==> src/rtl/gpm_pkg.sv <==
// package for the general output pin mux: register layout and codes
// assumes a single 200 MHz clock domain and a register write port
package gpm_pkg;
  // ************************************************************
  // register map
  // ************************************************************
  localparam logic [5:0] OUTPUT_PIN_SOURCE_CONTROL_ADDR = 6'h0F; // offset
  localparam int REG_W = 24; // register width
  localparam logic [23:0] CTRL_RESET = 24'h000001; // reset value
  // field positions
  localparam int SEL_LSB = 0;
  localparam int SEL_W = 5;
  localparam int TEST_DATA_BIT = 5;
  localparam int HOLD_OUTPUT_ONLY_BIT = 6;
  localparam int PIN_DRIVER_FORCE_ON_BIT = 7;
  localparam int PULLUP_OFF_BIT = 8;
  localparam int PULLDOWN_OFF_BIT = 9;
  localparam int USED_BITS = 10; // bits above read as zero
  // source codes with special meaning
  localparam logic [4:0] SRC_TEST_DATA = 5'h00;
  localparam logic [4:0] SRC_LOCK_DETECT = 5'h01;
  localparam logic [4:0] SRC_LOCK_TRIGGER = 5'h02;
  localparam logic [4:0] SRC_LOCK_WINDOW = 5'h03;
  localparam logic [4:0] SRC_UNUSED_LO = 5'h1A;
  localparam logic [4:0] SRC_UNUSED_HI = 5'h1D;
  localparam int NUM_SRC = 32;

  // decoded control fields
  typedef struct packed {
    logic pulldown_transistor_off;
    logic pullup_transistor_off;
    logic pin_driver_force_on;
    logic hold_output_only;
    logic test_data;
    logic [4:0] source_select;
  } gpm_ctrl_t;

  // pin driver controls, four signals for the two-way pin
  typedef struct packed {
    logic out;
    logic oe;
    logic pullup_off;
    logic pulldown_off;
  } gpm_pin_t;
endpackage

==> src/rtl/gpm_ctrl_reg.sv <==
// holds the source control register and answers register reads
// assumes writes and reads arrive as one-cycle strobes in the clock domain
`timescale 1ns/100ps
module gpm_ctrl_reg (
  input wire logic i_sys_clk,
  input wire logic i_rst,
  input wire logic i_wr_en,
  input wire logic i_rd_en,
  input wire logic [5:0] i_addr,
  input wire logic [23:0] i_wdata,
  output logic [23:0] o_rdata,
  output gpm_pkg::gpm_ctrl_t o_ctrl
);
  // ************************************************************
  // storage
  // ************************************************************
  logic [23:0] ctrl_r; // only used bits are ever non zero
  logic hit; // address decode

  assign hit = (i_addr == gpm_pkg::OUTPUT_PIN_SOURCE_CONTROL_ADDR);

  // write path; unused bits are dropped so they read as zero
  always_ff @(posedge i_sys_clk or posedge i_rst) begin
    if (i_rst) begin
      ctrl_r <= gpm_pkg::CTRL_RESET;
    end else if (i_wr_en && hit) begin
      ctrl_r <= {{(gpm_pkg::REG_W - gpm_pkg::USED_BITS){1'b0}},
                 i_wdata[gpm_pkg::USED_BITS-1:0]};
    end
  end

  // read data registered; unmapped offsets read zero
  always_ff @(posedge i_sys_clk or posedge i_rst) begin
    if (i_rst) begin
      o_rdata <= 24'h000000;
    end else if (i_rd_en) begin
      o_rdata <= hit ? ctrl_r : 24'h000000;
    end
  end

  assign o_ctrl = ctrl_r[gpm_pkg::USED_BITS-1:0];
endmodule

==> src/rtl/gpm_top.sv <==
// general output pin mux: picks the signal driven on the shared
// lock detect / serial data out pin
// assumes all internal sources and serial read signals are synchronous
// How it works
// - five-bit select picks pin source, resets 1
// - code 0 drives software test data bit
// - codes 1-3 route lock detect signals
// - codes 8-31 route clocks, 26-29 unused
// - bit 6 clear shares pin with read data
// - bit 7 forces driver on, else reads
`timescale 1ns/100ps
module gpm_top #(
  parameter int NUM_SRC = gpm_pkg::NUM_SRC
) (
  input wire logic i_sys_clk,
  input wire logic i_rst,
  input wire logic i_wr_en,
  input wire logic i_rd_en,
  input wire logic [5:0] i_addr,
  input wire logic [23:0] i_wdata,
  output logic [23:0] o_rdata,
  input wire logic [NUM_SRC-1:0] i_sources,
  input wire logic i_serial_read_active,
  input wire logic i_serial_read_data,
  output gpm_pkg::gpm_pin_t o_pin
);
  // ************************************************************
  // control register
  // ************************************************************
  gpm_pkg::gpm_ctrl_t ctrl; // decoded fields

  gpm_ctrl_reg u_reg (
    .i_sys_clk(i_sys_clk),
    .i_rst(i_rst),
    .i_wr_en(i_wr_en),
    .i_rd_en(i_rd_en),
    .i_addr(i_addr),
    .i_wdata(i_wdata),
    .o_rdata(o_rdata),
    .o_ctrl(ctrl)
  );

  // ************************************************************
  // source mux
  // ************************************************************
  // one candidate per code, so the select is a plain index and the
  // unused band costs nothing but a tied-off bit
  logic [NUM_SRC-1:0] src_vec; // per-code candidate
  logic selected; // general output value
  logic pin_out_nxt; // next pin data
  logic pin_oe_nxt; // next driver enable

  // per code: 0 is test data, unused codes give zero, rest pass through
  genvar g;
  generate
    for (g = 0; g < NUM_SRC; g++) begin : g_src
      if (g == gpm_pkg::SRC_TEST_DATA) begin : g_test
        assign src_vec[g] = ctrl.test_data;
      end else if (g >= gpm_pkg::SRC_UNUSED_LO &&
                   g <= gpm_pkg::SRC_UNUSED_HI) begin : g_unused
        assign src_vec[g] = 1'b0;
      end else begin : g_pass
        assign src_vec[g] = i_sources[g];
      end
    end
  endgenerate

  assign selected = src_vec[ctrl.source_select];

  // sharing and driver enable
  // read data wins while sharing is allowed, so a host read always
  // sees its own bits; with sharing off the host reads the source
  always_comb begin
    // default: the selected general output
    pin_out_nxt = selected;
    // automatic sharing during a serial read
    if (!ctrl.hold_output_only && i_serial_read_active) begin
      pin_out_nxt = i_serial_read_data;
    end
    // driver on always when forced, otherwise only for a read
    pin_oe_nxt = ctrl.pin_driver_force_on | i_serial_read_active;
  end

  // pin registered so it never glitches between sources
  // the cost is one cycle of latency from any source to the pin
  always_ff @(posedge i_sys_clk or posedge i_rst) begin
    if (i_rst) begin
      // driver off and neither transistor disabled while in reset
      o_pin <= '0;
    end else begin
      o_pin.out <= pin_out_nxt;
      o_pin.oe <= pin_oe_nxt;
      o_pin.pullup_off <= ctrl.pullup_transistor_off;
      o_pin.pulldown_off <= ctrl.pulldown_transistor_off;
    end
  end

  // ************************************************************
  // checks
  // ************************************************************
  // helper terms for the checks, built from the rules on their own
  // rather than from the mux above, so a broken mux cannot hide
  logic show_selected; // no read data competes for the pin
  logic code_unused; // select code in the unused band
  logic code_routed; // select code passes a source straight through

  // the selected source owns the pin when sharing is off or no read runs
  assign show_selected = ctrl.hold_output_only | !i_serial_read_active;
  assign code_unused = (ctrl.source_select >= gpm_pkg::SRC_UNUSED_LO) &&
                       (ctrl.source_select <= gpm_pkg::SRC_UNUSED_HI);
  assign code_routed = !code_unused &&
                       (ctrl.source_select != gpm_pkg::SRC_TEST_DATA);

  // during reset the register holds code 1, both transistors usable
  a_reset_value: assert property (
    @(posedge i_sys_clk)
    i_rst |-> ctrl.source_select == gpm_pkg::SRC_LOCK_DETECT &&
      !ctrl.pullup_transistor_off && !ctrl.pulldown_transistor_off)
    else $error("control not at reset value");

  // a quiet pin in reset keeps the board from seeing a false lock
  a_reset_pin: assert property (
    @(posedge i_sys_clk)
    i_rst |-> o_pin == '0)
    else $error("pin not quiet in reset");

  // code 0 puts the software bit on the pin
  a_test_data_route: assert property (
    @(posedge i_sys_clk) disable iff (i_rst)
    (ctrl.source_select == gpm_pkg::SRC_TEST_DATA && show_selected)
    |=> o_pin.out == $past(ctrl.test_data))
    else $error("test data not on pin");

  // code 1 is the lock detect output, the reset choice
  a_lock_route: assert property (
    @(posedge i_sys_clk) disable iff (i_rst)
    (ctrl.source_select == gpm_pkg::SRC_LOCK_DETECT && show_selected)
    |=> o_pin.out == $past(i_sources[gpm_pkg::SRC_LOCK_DETECT]))
    else $error("lock detect not on pin");

  // code 2 is the lock detect trigger
  a_trigger_route: assert property (
    @(posedge i_sys_clk) disable iff (i_rst)
    (ctrl.source_select == gpm_pkg::SRC_LOCK_TRIGGER && show_selected)
    |=> o_pin.out == $past(i_sources[gpm_pkg::SRC_LOCK_TRIGGER]))
    else $error("lock trigger not on pin");

  // code 3 is the lock detect window output
  a_window_route: assert property (
    @(posedge i_sys_clk) disable iff (i_rst)
    (ctrl.source_select == gpm_pkg::SRC_LOCK_WINDOW && show_selected)
    |=> o_pin.out == $past(i_sources[gpm_pkg::SRC_LOCK_WINDOW]))
    else $error("lock window not on pin");

  // every used code other than 0 passes its own source bit
  // a wrong index in the mux shows up here for any routed code
  a_source_pass: assert property (
    @(posedge i_sys_clk) disable iff (i_rst)
    (code_routed && show_selected)
    |=> o_pin.out == $past(i_sources[ctrl.source_select]))
    else $error("selected source not on pin");

  // unused codes hold the pin low instead of floating a stray source
  a_unused_zero: assert property (
    @(posedge i_sys_clk) disable iff (i_rst)
    (code_unused && show_selected)
    |=> !o_pin.out)
    else $error("unused code drives pin");

  // with sharing allowed, a read puts its own data on the pin
  a_share_read: assert property (
    @(posedge i_sys_clk) disable iff (i_rst)
    (!ctrl.hold_output_only && i_serial_read_active)
    |=> o_pin.out == $past(i_serial_read_data))
    else $error("read data not shared");

  // with sharing off, read activity never reaches the pin data
  a_hold_only: assert property (
    @(posedge i_sys_clk) disable iff (i_rst)
    ctrl.hold_output_only
    |=> o_pin.out == $past(selected))
    else $error("output not held");

  // forced driver stays on whatever the read state
  a_driver_force: assert property (
    @(posedge i_sys_clk) disable iff (i_rst)
    ctrl.pin_driver_force_on
    |=> o_pin.oe)
    else $error("driver not forced on");

  // otherwise the driver follows the read cycle exactly
  a_driver_read: assert property (
    @(posedge i_sys_clk) disable iff (i_rst)
    !ctrl.pin_driver_force_on
    |=> o_pin.oe == $past(i_serial_read_active))
    else $error("driver enable wrong");

  // pull-up disable follows its own bit, one cycle late
  a_pullup_ctrl: assert property (
    @(posedge i_sys_clk) disable iff (i_rst)
    1'b1
    |=> o_pin.pullup_off == $past(ctrl.pullup_transistor_off))
    else $error("pull-up control wrong");

  // pull-down disable follows its own bit, one cycle late
  a_pulldown_ctrl: assert property (
    @(posedge i_sys_clk) disable iff (i_rst)
    1'b1
    |=> o_pin.pulldown_off == $past(ctrl.pulldown_transistor_off))
    else $error("pull-down control wrong");

  // bits that are not stored always read back as zero
  a_rdata_upper: assert property (
    @(posedge i_sys_clk) disable iff (i_rst)
    1'b1
    |-> o_rdata[gpm_pkg::REG_W-1:gpm_pkg::USED_BITS] == '0)
    else $error("unused read bits set");

  // a read of the control offset returns the fields then in force
  a_rdata_mapped: assert property (
    @(posedge i_sys_clk) disable iff (i_rst)
    (i_rd_en && i_addr == gpm_pkg::OUTPUT_PIN_SOURCE_CONTROL_ADDR)
    |=> o_rdata[gpm_pkg::USED_BITS-1:0] == $past(ctrl))
    else $error("read data wrong");
endmodule

==> config.mk <==
export PLATFORM = sky130hd
export DESIGN_NAME = gpm_top
export DESIGN_NICKNAME = d
export VERILOG_FILES = /design/src/rtl/gpm_pkg.sv /design/src/rtl/gpm_ctrl_reg.sv /design/src/rtl/gpm_top.sv
export SDC_FILE = /design/constraint.sdc
export NUM_CORES = 1
export LEC_CHECK = 0
export ABC_AREA = 1
export BUFFER_PORTS_ARGS = -buffer_cell sky130_fd_sc_hd__buf_2
export CORE_UTILIZATION = 45
export CTS_BUF_LIST = sky130_fd_sc_hd__clkbuf_8
export DETAILED_ROUTE_END_ITERATION = 12
export PLACE_DENSITY = 0.82
export SYNTH_ARGS = -nofsm -noshare
export SYNTH_HDL_FRONTEND = slang
export SYNTH_SLANG_ARGS = --single-unit
==> constraint.sdc <==
create_clock -name i_sys_clk -period 2.5 [get_ports i_sys_clk]
set_clock_uncertainty 0.1 [all_clocks]
set_input_delay 0.125 -clock i_sys_clk [delete_from_list [all_inputs] [get_ports i_sys_clk]]
set_output_delay 0.125 -clock i_sys_clk [all_outputs]
set_load 0.05 [all_outputs]
==> results of run 1 <==
[flip-flops by register name (all words and copies together), names as in the netlist]
name           count
u_reg.ctrl_r      10
u_reg.o_rdata     10
o_pin              4
[metal layers]
layer,vias to the layer above,wire length (um)
met5,-,0
met4,0,57
met3,6,126
met1,596,1360
li1,714,-
met2,44,1340
[power by group]
part | switching, mW | leakage [nW] | internal (mW)
clock network | 0.114 | 0.0288 | 0.140
logic | 0.178 | 0.709 | 0.0908
registers | 0.0389 | 0.320 | 0.421
total | 0.331 | 1.06 | 0.652
[cell usage in the layout (no fill, tap or decap)]
master         instances
inv_6                  1
buf_2                 62
inv_1                 29
dfrtp_1               23
o211ai_1               1
dlygate4sd3_1          9
nor4_4                 1
clkbuf_8               4
a21oi_1                2
nand2_2                1
o21ai_0               10
conb_1                14
nand2_1               56
nand3_1               36
o21ai_1                3
inv_2                  1
dfstp_2                1
or2_2                  1
buf_4                  1
nor2_1                 8
[timing repair]
action                                 in CTS  in global routing
hold buffers                                9                  0
setup buffers                               0                  0
gates resized for setup                     0                  0
setup endpoints to repair                   0                  0
endpoints found under the hold margin      31                  0
[stage by stage]
step	hold slack [ps]	setup slack [ps]	std cells	utilization [%]
after floorplan	38.9	1060	212	-
after global placement	231	928	295	55.7
after detailed placement	231	928	295	55.7
after CTS	2.41	919	308	60.5
after global routing	14.6	748	308	60.5
final	4.18	920	308	60.5
[kinds of logic (layout without fill, tap and decap cells)]
| kind of cell | Yosys count | after routing |
|---|---|---|
| buf+inv | 55 | 107 |
| other cells | 1 | 14 |
| flops | 24 | 24 |
| compound gates | 16 | 16 |
| simple gates | 103 | 103 |
[how the worst max path moves through the flow]
stage	cells after the start	to	slack, ps	startpoint
CTS	7	o_pin[3]	920	u_reg.ctrl_r[0]
detailed placement	7	o_pin[3]	930	u_reg.ctrl_r[0]
finish	7	o_pin[3]	920	u_reg.ctrl_r[0]
global route	8	o_pin[3]	750	u_reg.ctrl_r[0]
global placement	9	o_pin[3]	930	u_reg.ctrl_r[0]
floorplan	9	o_pin[3]	1060	u_reg.ctrl_r[0]
[cell type report]
type	instances	area share (%)
Inverter	31	6.63
Tap cell	44	3.01
Sequential cell	24	32.9
Multi-Input combinational cell	133	32.2
Timing Repair Buffer	72	22.3
Clock buffer	4	3.01
[worst register-to-register path, stage by stage, from the launching register on]
cell     delay, ps
dfstp_2        760
inv_6          110
o21ai_0        190
nand3_1         80
nand3_1         70
nand3_1         60
nand2_1         60
nand2_1         40
==> flow_metrics.py, run 1 <==
metrics = {
    "worst_setup_path": {
        "crit_top_cell": "nand3_1",
        "crit_path_cell_trace": "inv_6, o21ai_0, nand3_1, nand3_1, nand3_1, nand2_1, nand2_1",
        "critPathRequiredTime_ps": 2560,
        "critPathKind": "register to register",
        "r2r_end": "o_pin[3]",
        "crit_arrival_ps": 1640,
        "path_buf_inv": 1,
        "critPathMaxStageDelay_ps": 760,
        "r2r_start": "u_reg.ctrl_r[0]",
        "cp_max_fo": 18,
        "rr_worst_depth": 7,
        "cpLargestDelayFamily": "flip-flops",
        "cp_slowest_cell": "dfstp_2",
        "cp-start-kind": "register",
        "end_kind": "register",
        "r2r_setup_slack_ps": 920,
    },
    "floorplan": {
        "dieArea_um2": 3410,
        "die-height_um": 58.4,
        "die_w_um": 58.4,
        "core-area_um2": 3030,
        "io_pins": 96,
        "placementRows": 20,
        "floorplan.initialDensity_pct": 47.3,
    },
    "layout": {
        "syn_to_final_growth_pct": 27.9,
        "final_area_um2": 1830,
        "fin_nets": 333,
        "drive_gt1_share_pct": 27.7,
        "antennaDiodeCount": 0,
        "regArea_um2": 602,
        "fillers": 299,
        "multi_input_area_um2": 589,
    },
    "place": {
        "io_buffers": 62,
        "gp_congestion": 0.808,
        "placed_area_um2": 1690,
        "dp_hpwl_mm": 2.08,
    },
    "synth": {
        "netlist_area_um2": 1430,
        "yosysMostFrequentCell": "nand2_1",
        "ys_async_sr_fraction_pct": 100,
        "synthSimpleGateAreaFrac_pct": 31.1,
        "synth-seq-area-share_pct": 42.0,
        "synth_common_cells": "nand2_1, nand3_1, inv_1",
        "postSynthCellCount": 199,
        "synth_compound_area_share_pct": 5.77,
        "ys_warn_count": 0,
        "synth-xor-area-share_pct": 0,
        "ys.flop_type": "dfrtp_1",
        "synth_seq_cells": 24,
        "synth_top_family_by_area": "simple AND/OR/NAND/NOR gates",
        "synth_area_leaders": "dfrtp_1, nand2_1, nand3_1",
        "synth_edf_count": 0,
        "yosysTopAreaCellShare_pct": 40.2,
        "yosysTopAreaCell": "dfrtp_1",
        "ys_types": 21,
        "synthAdderAreaFrac_pct": 0,
        "synth_area_per_cell_um2": 7.19,
        "synthMuxAreaShare_pct": 0,
    },
    "min_path": {
        "hold_path.class": "input port to register",
        "hold_path_startpoint": "i_wdata[6]",
        "hold_end": "u_reg.ctrl_r[6]",
        "min_path_cells": 3,
    },
    "power_and_ir_drop": {
        "power.density_nw_per_um2": 537,
        "power_uw": 983,
        "ir_drop_uv": 278,
        "p_leak_nw": 1.06,
    },
    "drt": {
        "first_pass_iters": 6,
        "drcViolationCount": 0,
        "final_antenna_net_count": 0,
        "wire_per_inst_um": 9.37,
        "drt_iter0_drc": 53,
        "num_vias": 1360,
        "wl_mm": 2.89,
        "via_per_inst": 4.42,
    },
    "clocking": {
        "cts_inserted_buffers": 3,
        "clockRootBuffer": "clkbuf_8",
        "cts_tree": "built",
        "clk_pin_slew_ps": 80,
        "clock-sinks": 24,
        "clk_latency_ps": 260,
        "htreeDepth": 1,
        "clockBufferDepth": 2,
    },
    "sta": {
        "totalNegativeSetupSlack_ps": 0,
        "fin_crit_ps": 1580,
        "fmax_mhz": 633,
        "hold_violations": 0,
        "tightest_slew_ps": 848,
        "relSlewSlack_pct": 43.4,
        "rsz0062_at_grt": "no",
        "setup_viol": 0,
        "maxSlewViolCount": 0,
        "post-route-period-util_pct": 63.2,
    },
    "global_routing": {
        "grt.overflow.total": 0,
        "grt_use_met2_pct": 32.3,
        "met3_usage_pct": 2.20,
        "top_usage_layer": "met2",
        "use_met1_pct": 23.1,
        "grt.total_usage_pct": 18.4,
        "grt_max_degree": 25,
        "grt_pass1_vias": 1214,
        "antenna_found_initial": 0,
        "grt_first_pass_wirelength_mm": 4.84,
    },
    "run": {
        "drv_cap": 0,
    },
    "status": {
        "status": "completed",
    },
}
(Power assumes the default switching activity.)
==> run 2, diff against run 1 <==
Settings changed: CORE_UTILIZATION 45 to 43, PLACE_DENSITY 0.82 to 0.79.
Clock period 2.5 ns to 1.5 ns, I/O delays scaled along.
==> run 2 against run 1 <==
Compared with the run above:
- hold slack improved by 20 ps
- utilization is 1.5 points higher
- maximum frequency grew 8.5%
- global-route usage grew 0.33 points
- sequential power rose by 64%
- critical endpoint unchanged
- largest cell class unchanged
==> flow_metrics.py, run 2 (synthesized netlist as in run 1, its figures left out) <==
metrics = {
    "status": {
        "status": "completed",
    },
    "place": {
        "gp_congestion": 0.849,
        "dp_hpwl_mm": 2.26,
        "io_buffers": 62,
    },
    "worst_setup_path": {
        "cp_slowest_cell": "dfstp_2",
        "r2r_end": "o_pin[3]",
        "critPathRequiredTime_ps": 1600,
        "crit_path_cell_trace": "buf_12, inv_8, nand2_2, nand3_1, nand3_1, nand3_1, a21oi_1, nand2_1, nand2_1",
        "critPathMaxStageDelay_ps": 580,
        "r2r_setup_slack_ps": 40,
        "cp-start-kind": "register",
        "rr_worst_depth": 9,
        "r2r_start": "u_reg.ctrl_r[0]",
        "critPathKind": "register to register",
        "cp_max_fo": 13,
        "end_kind": "register",
        "crit_arrival_ps": 1560,
        "crit_top_cell": "nand3_1",
    },
    "drt": {
        "wl_met3_um": 151,
        "top_layer": "met4",
        "final_antenna_net_count": 0,
        "drt_iter0_drc": 46,
        "num_vias": 1420,
        "met1_length_mm": 1.36,
        "wl_mm": 3.16,
        "drcViolationCount": 0,
        "via_per_inst": 4.51,
        "first_pass_iters": 4,
        "wl_met2_mm": 1.63,
        "wire_per_inst_um": 10.0,
    },
    "layout": {
        "reg_top3": "u_reg.ctrl_r (10), u_reg.o_rdata (10), o_pin (4)",
        "layout_commonest_cell": "buf_2",
        "antennaDiodeCount": 0,
        "fin_nets": 340,
        "final_cell_mix": "buf_2, nand2_1, nand3_1",
        "drive_gt1_share_pct": 28.4,
        "final_util_pct": 61.9,
        "syn_to_final_growth_pct": 34.3,
    },
    "global_routing": {
        "antenna_found_initial": 0,
        "grt.total_usage_pct": 18.7,
        "grt.overflow.total": 0,
        "grt_first_pass_wirelength_mm": 5.06,
        "grt_max_degree": 21,
        "grt_pass1_vias": 1262,
    },
    "floorplan": {
        "dieArea_um2": 3560,
        "floorplan.initialDensity_pct": 46.1,
        "die-height_um": 59.7,
        "placementRows": 20,
        "io_pins": 96,
        "core-area_um2": 3100,
        "die_w_um": 59.7,
    },
    "run": {
        "drv_cap": 0,
    },
    "sta": {
        "hold_violations": 0,
        "setup_viol": 0,
        "fin_crit_ps": 1460,
        "rsz0062_at_grt": "yes",
        "totalNegativeSetupSlack_ps": 0,
        "maxSlewViolCount": 0,
        "post-route-period-util_pct": 97.1,
        "fmax_mhz": 687,
    },
    "clocking": {
        "cts_tree": "built",
        "clk_latency_ps": 260,
        "htreeDepth": 1,
        "clk_pin_slew_ps": 80,
        "clockRootBuffer": "clkbuf_8",
        "clockBufferDepth": 2,
        "cts_inserted_buffers": 3,
        "clock-sinks": 24,
    },
    "power_and_ir_drop": {
        "power_mw": 1.81,
        "power.density_nw_per_um2": 941,
        "ir_drop_uv": 331,
        "p_leak_nw": 1.10,
    },
    "min_path": {
        "min_path_cells": 3,
        "hold_end": "u_reg.ctrl_r[0]",
        "hold_path_startpoint": "i_wr_en",
        "hold_path.class": "input port to register",
    },
}
-- run 2: cell types whose count changed in the layout (fill, tap and decap cells not counted), sizes merged --
cell,before,now
buf,63,66
bufinv,0,1
clkbuf,4,3
dlygate4sd3,9,13
-- run 2: worst max path at each step --
stage	from	to	cells past startpoint
floorplan	u_reg.ctrl_r[0]	o_pin[3]	9
global placement	u_reg.ctrl_r[0]	o_pin[3]	8
detailed placement	u_reg.ctrl_r[0]	o_pin[3]	8
CTS	u_reg.ctrl_r[0]	o_pin[3]	8
global route	u_reg.ctrl_r[0]	o_pin[3]	10
finish	u_reg.ctrl_r[0]	o_pin[3]	9
-- run 2: per-layer routing --
layer	up-vias	GRT usage, %
met4	0	6.64
met1	644	23.3
met5	-	0
li1	731	-
met3	2	1.73
met2	43	33.5
-- run 2: stage by stage --
step / std cells / hold slack [ps] / area (um2) / setup WS [ps]
2_1_floorplan: 212 / -11.1 / 1480 / 64.3
3_3_place_gp: 298 / -70.8 / 1710 / 67.9
4_1_cts: 315 / 23.5 / 1910 / 24.2
3_5_place_dp: 298 / -60.1 / 1710 / 50.2
6_report: 315 / 23.9 / 1920 / 43.4
5_1_grt: 315 / 52.9 / 1920 / -68.5
-- run 2: power by group --
part           internal (mW)  switching, mW
sequential             0.701         0.0523
combinational          0.182          0.322
clock                  0.356          0.196
-- run 2: layout make-up --
class	instances	area, um2
Clock inverter	1	30.0
Timing Repair Buffer	79	487
Clock buffer	3	41.3
Fill cell	301	1180
Sequential cell	24	602
Multi-Input combinational cell	133	583
Inverter	31	124
Tap cell	44	55.1
-- run 2: repair_timing --
| item | in CTS | in global routing |
|---|---|---|
| setup endpoints to repair | 0 | 1 |
| hold buffers | 13 | 0 |
| buffers inserted | 0 | 0 |
| resized for setup | 0 | 4 |
| endpoints found under the hold margin | 20 | 0 |
-- run 2: worst max-delay path, delay by kind of cell (launching register included) --
family	cells	cell delay, ps
flops	1	580
compound gates	1	130
simple gates	6	420
buf+inv	2	180
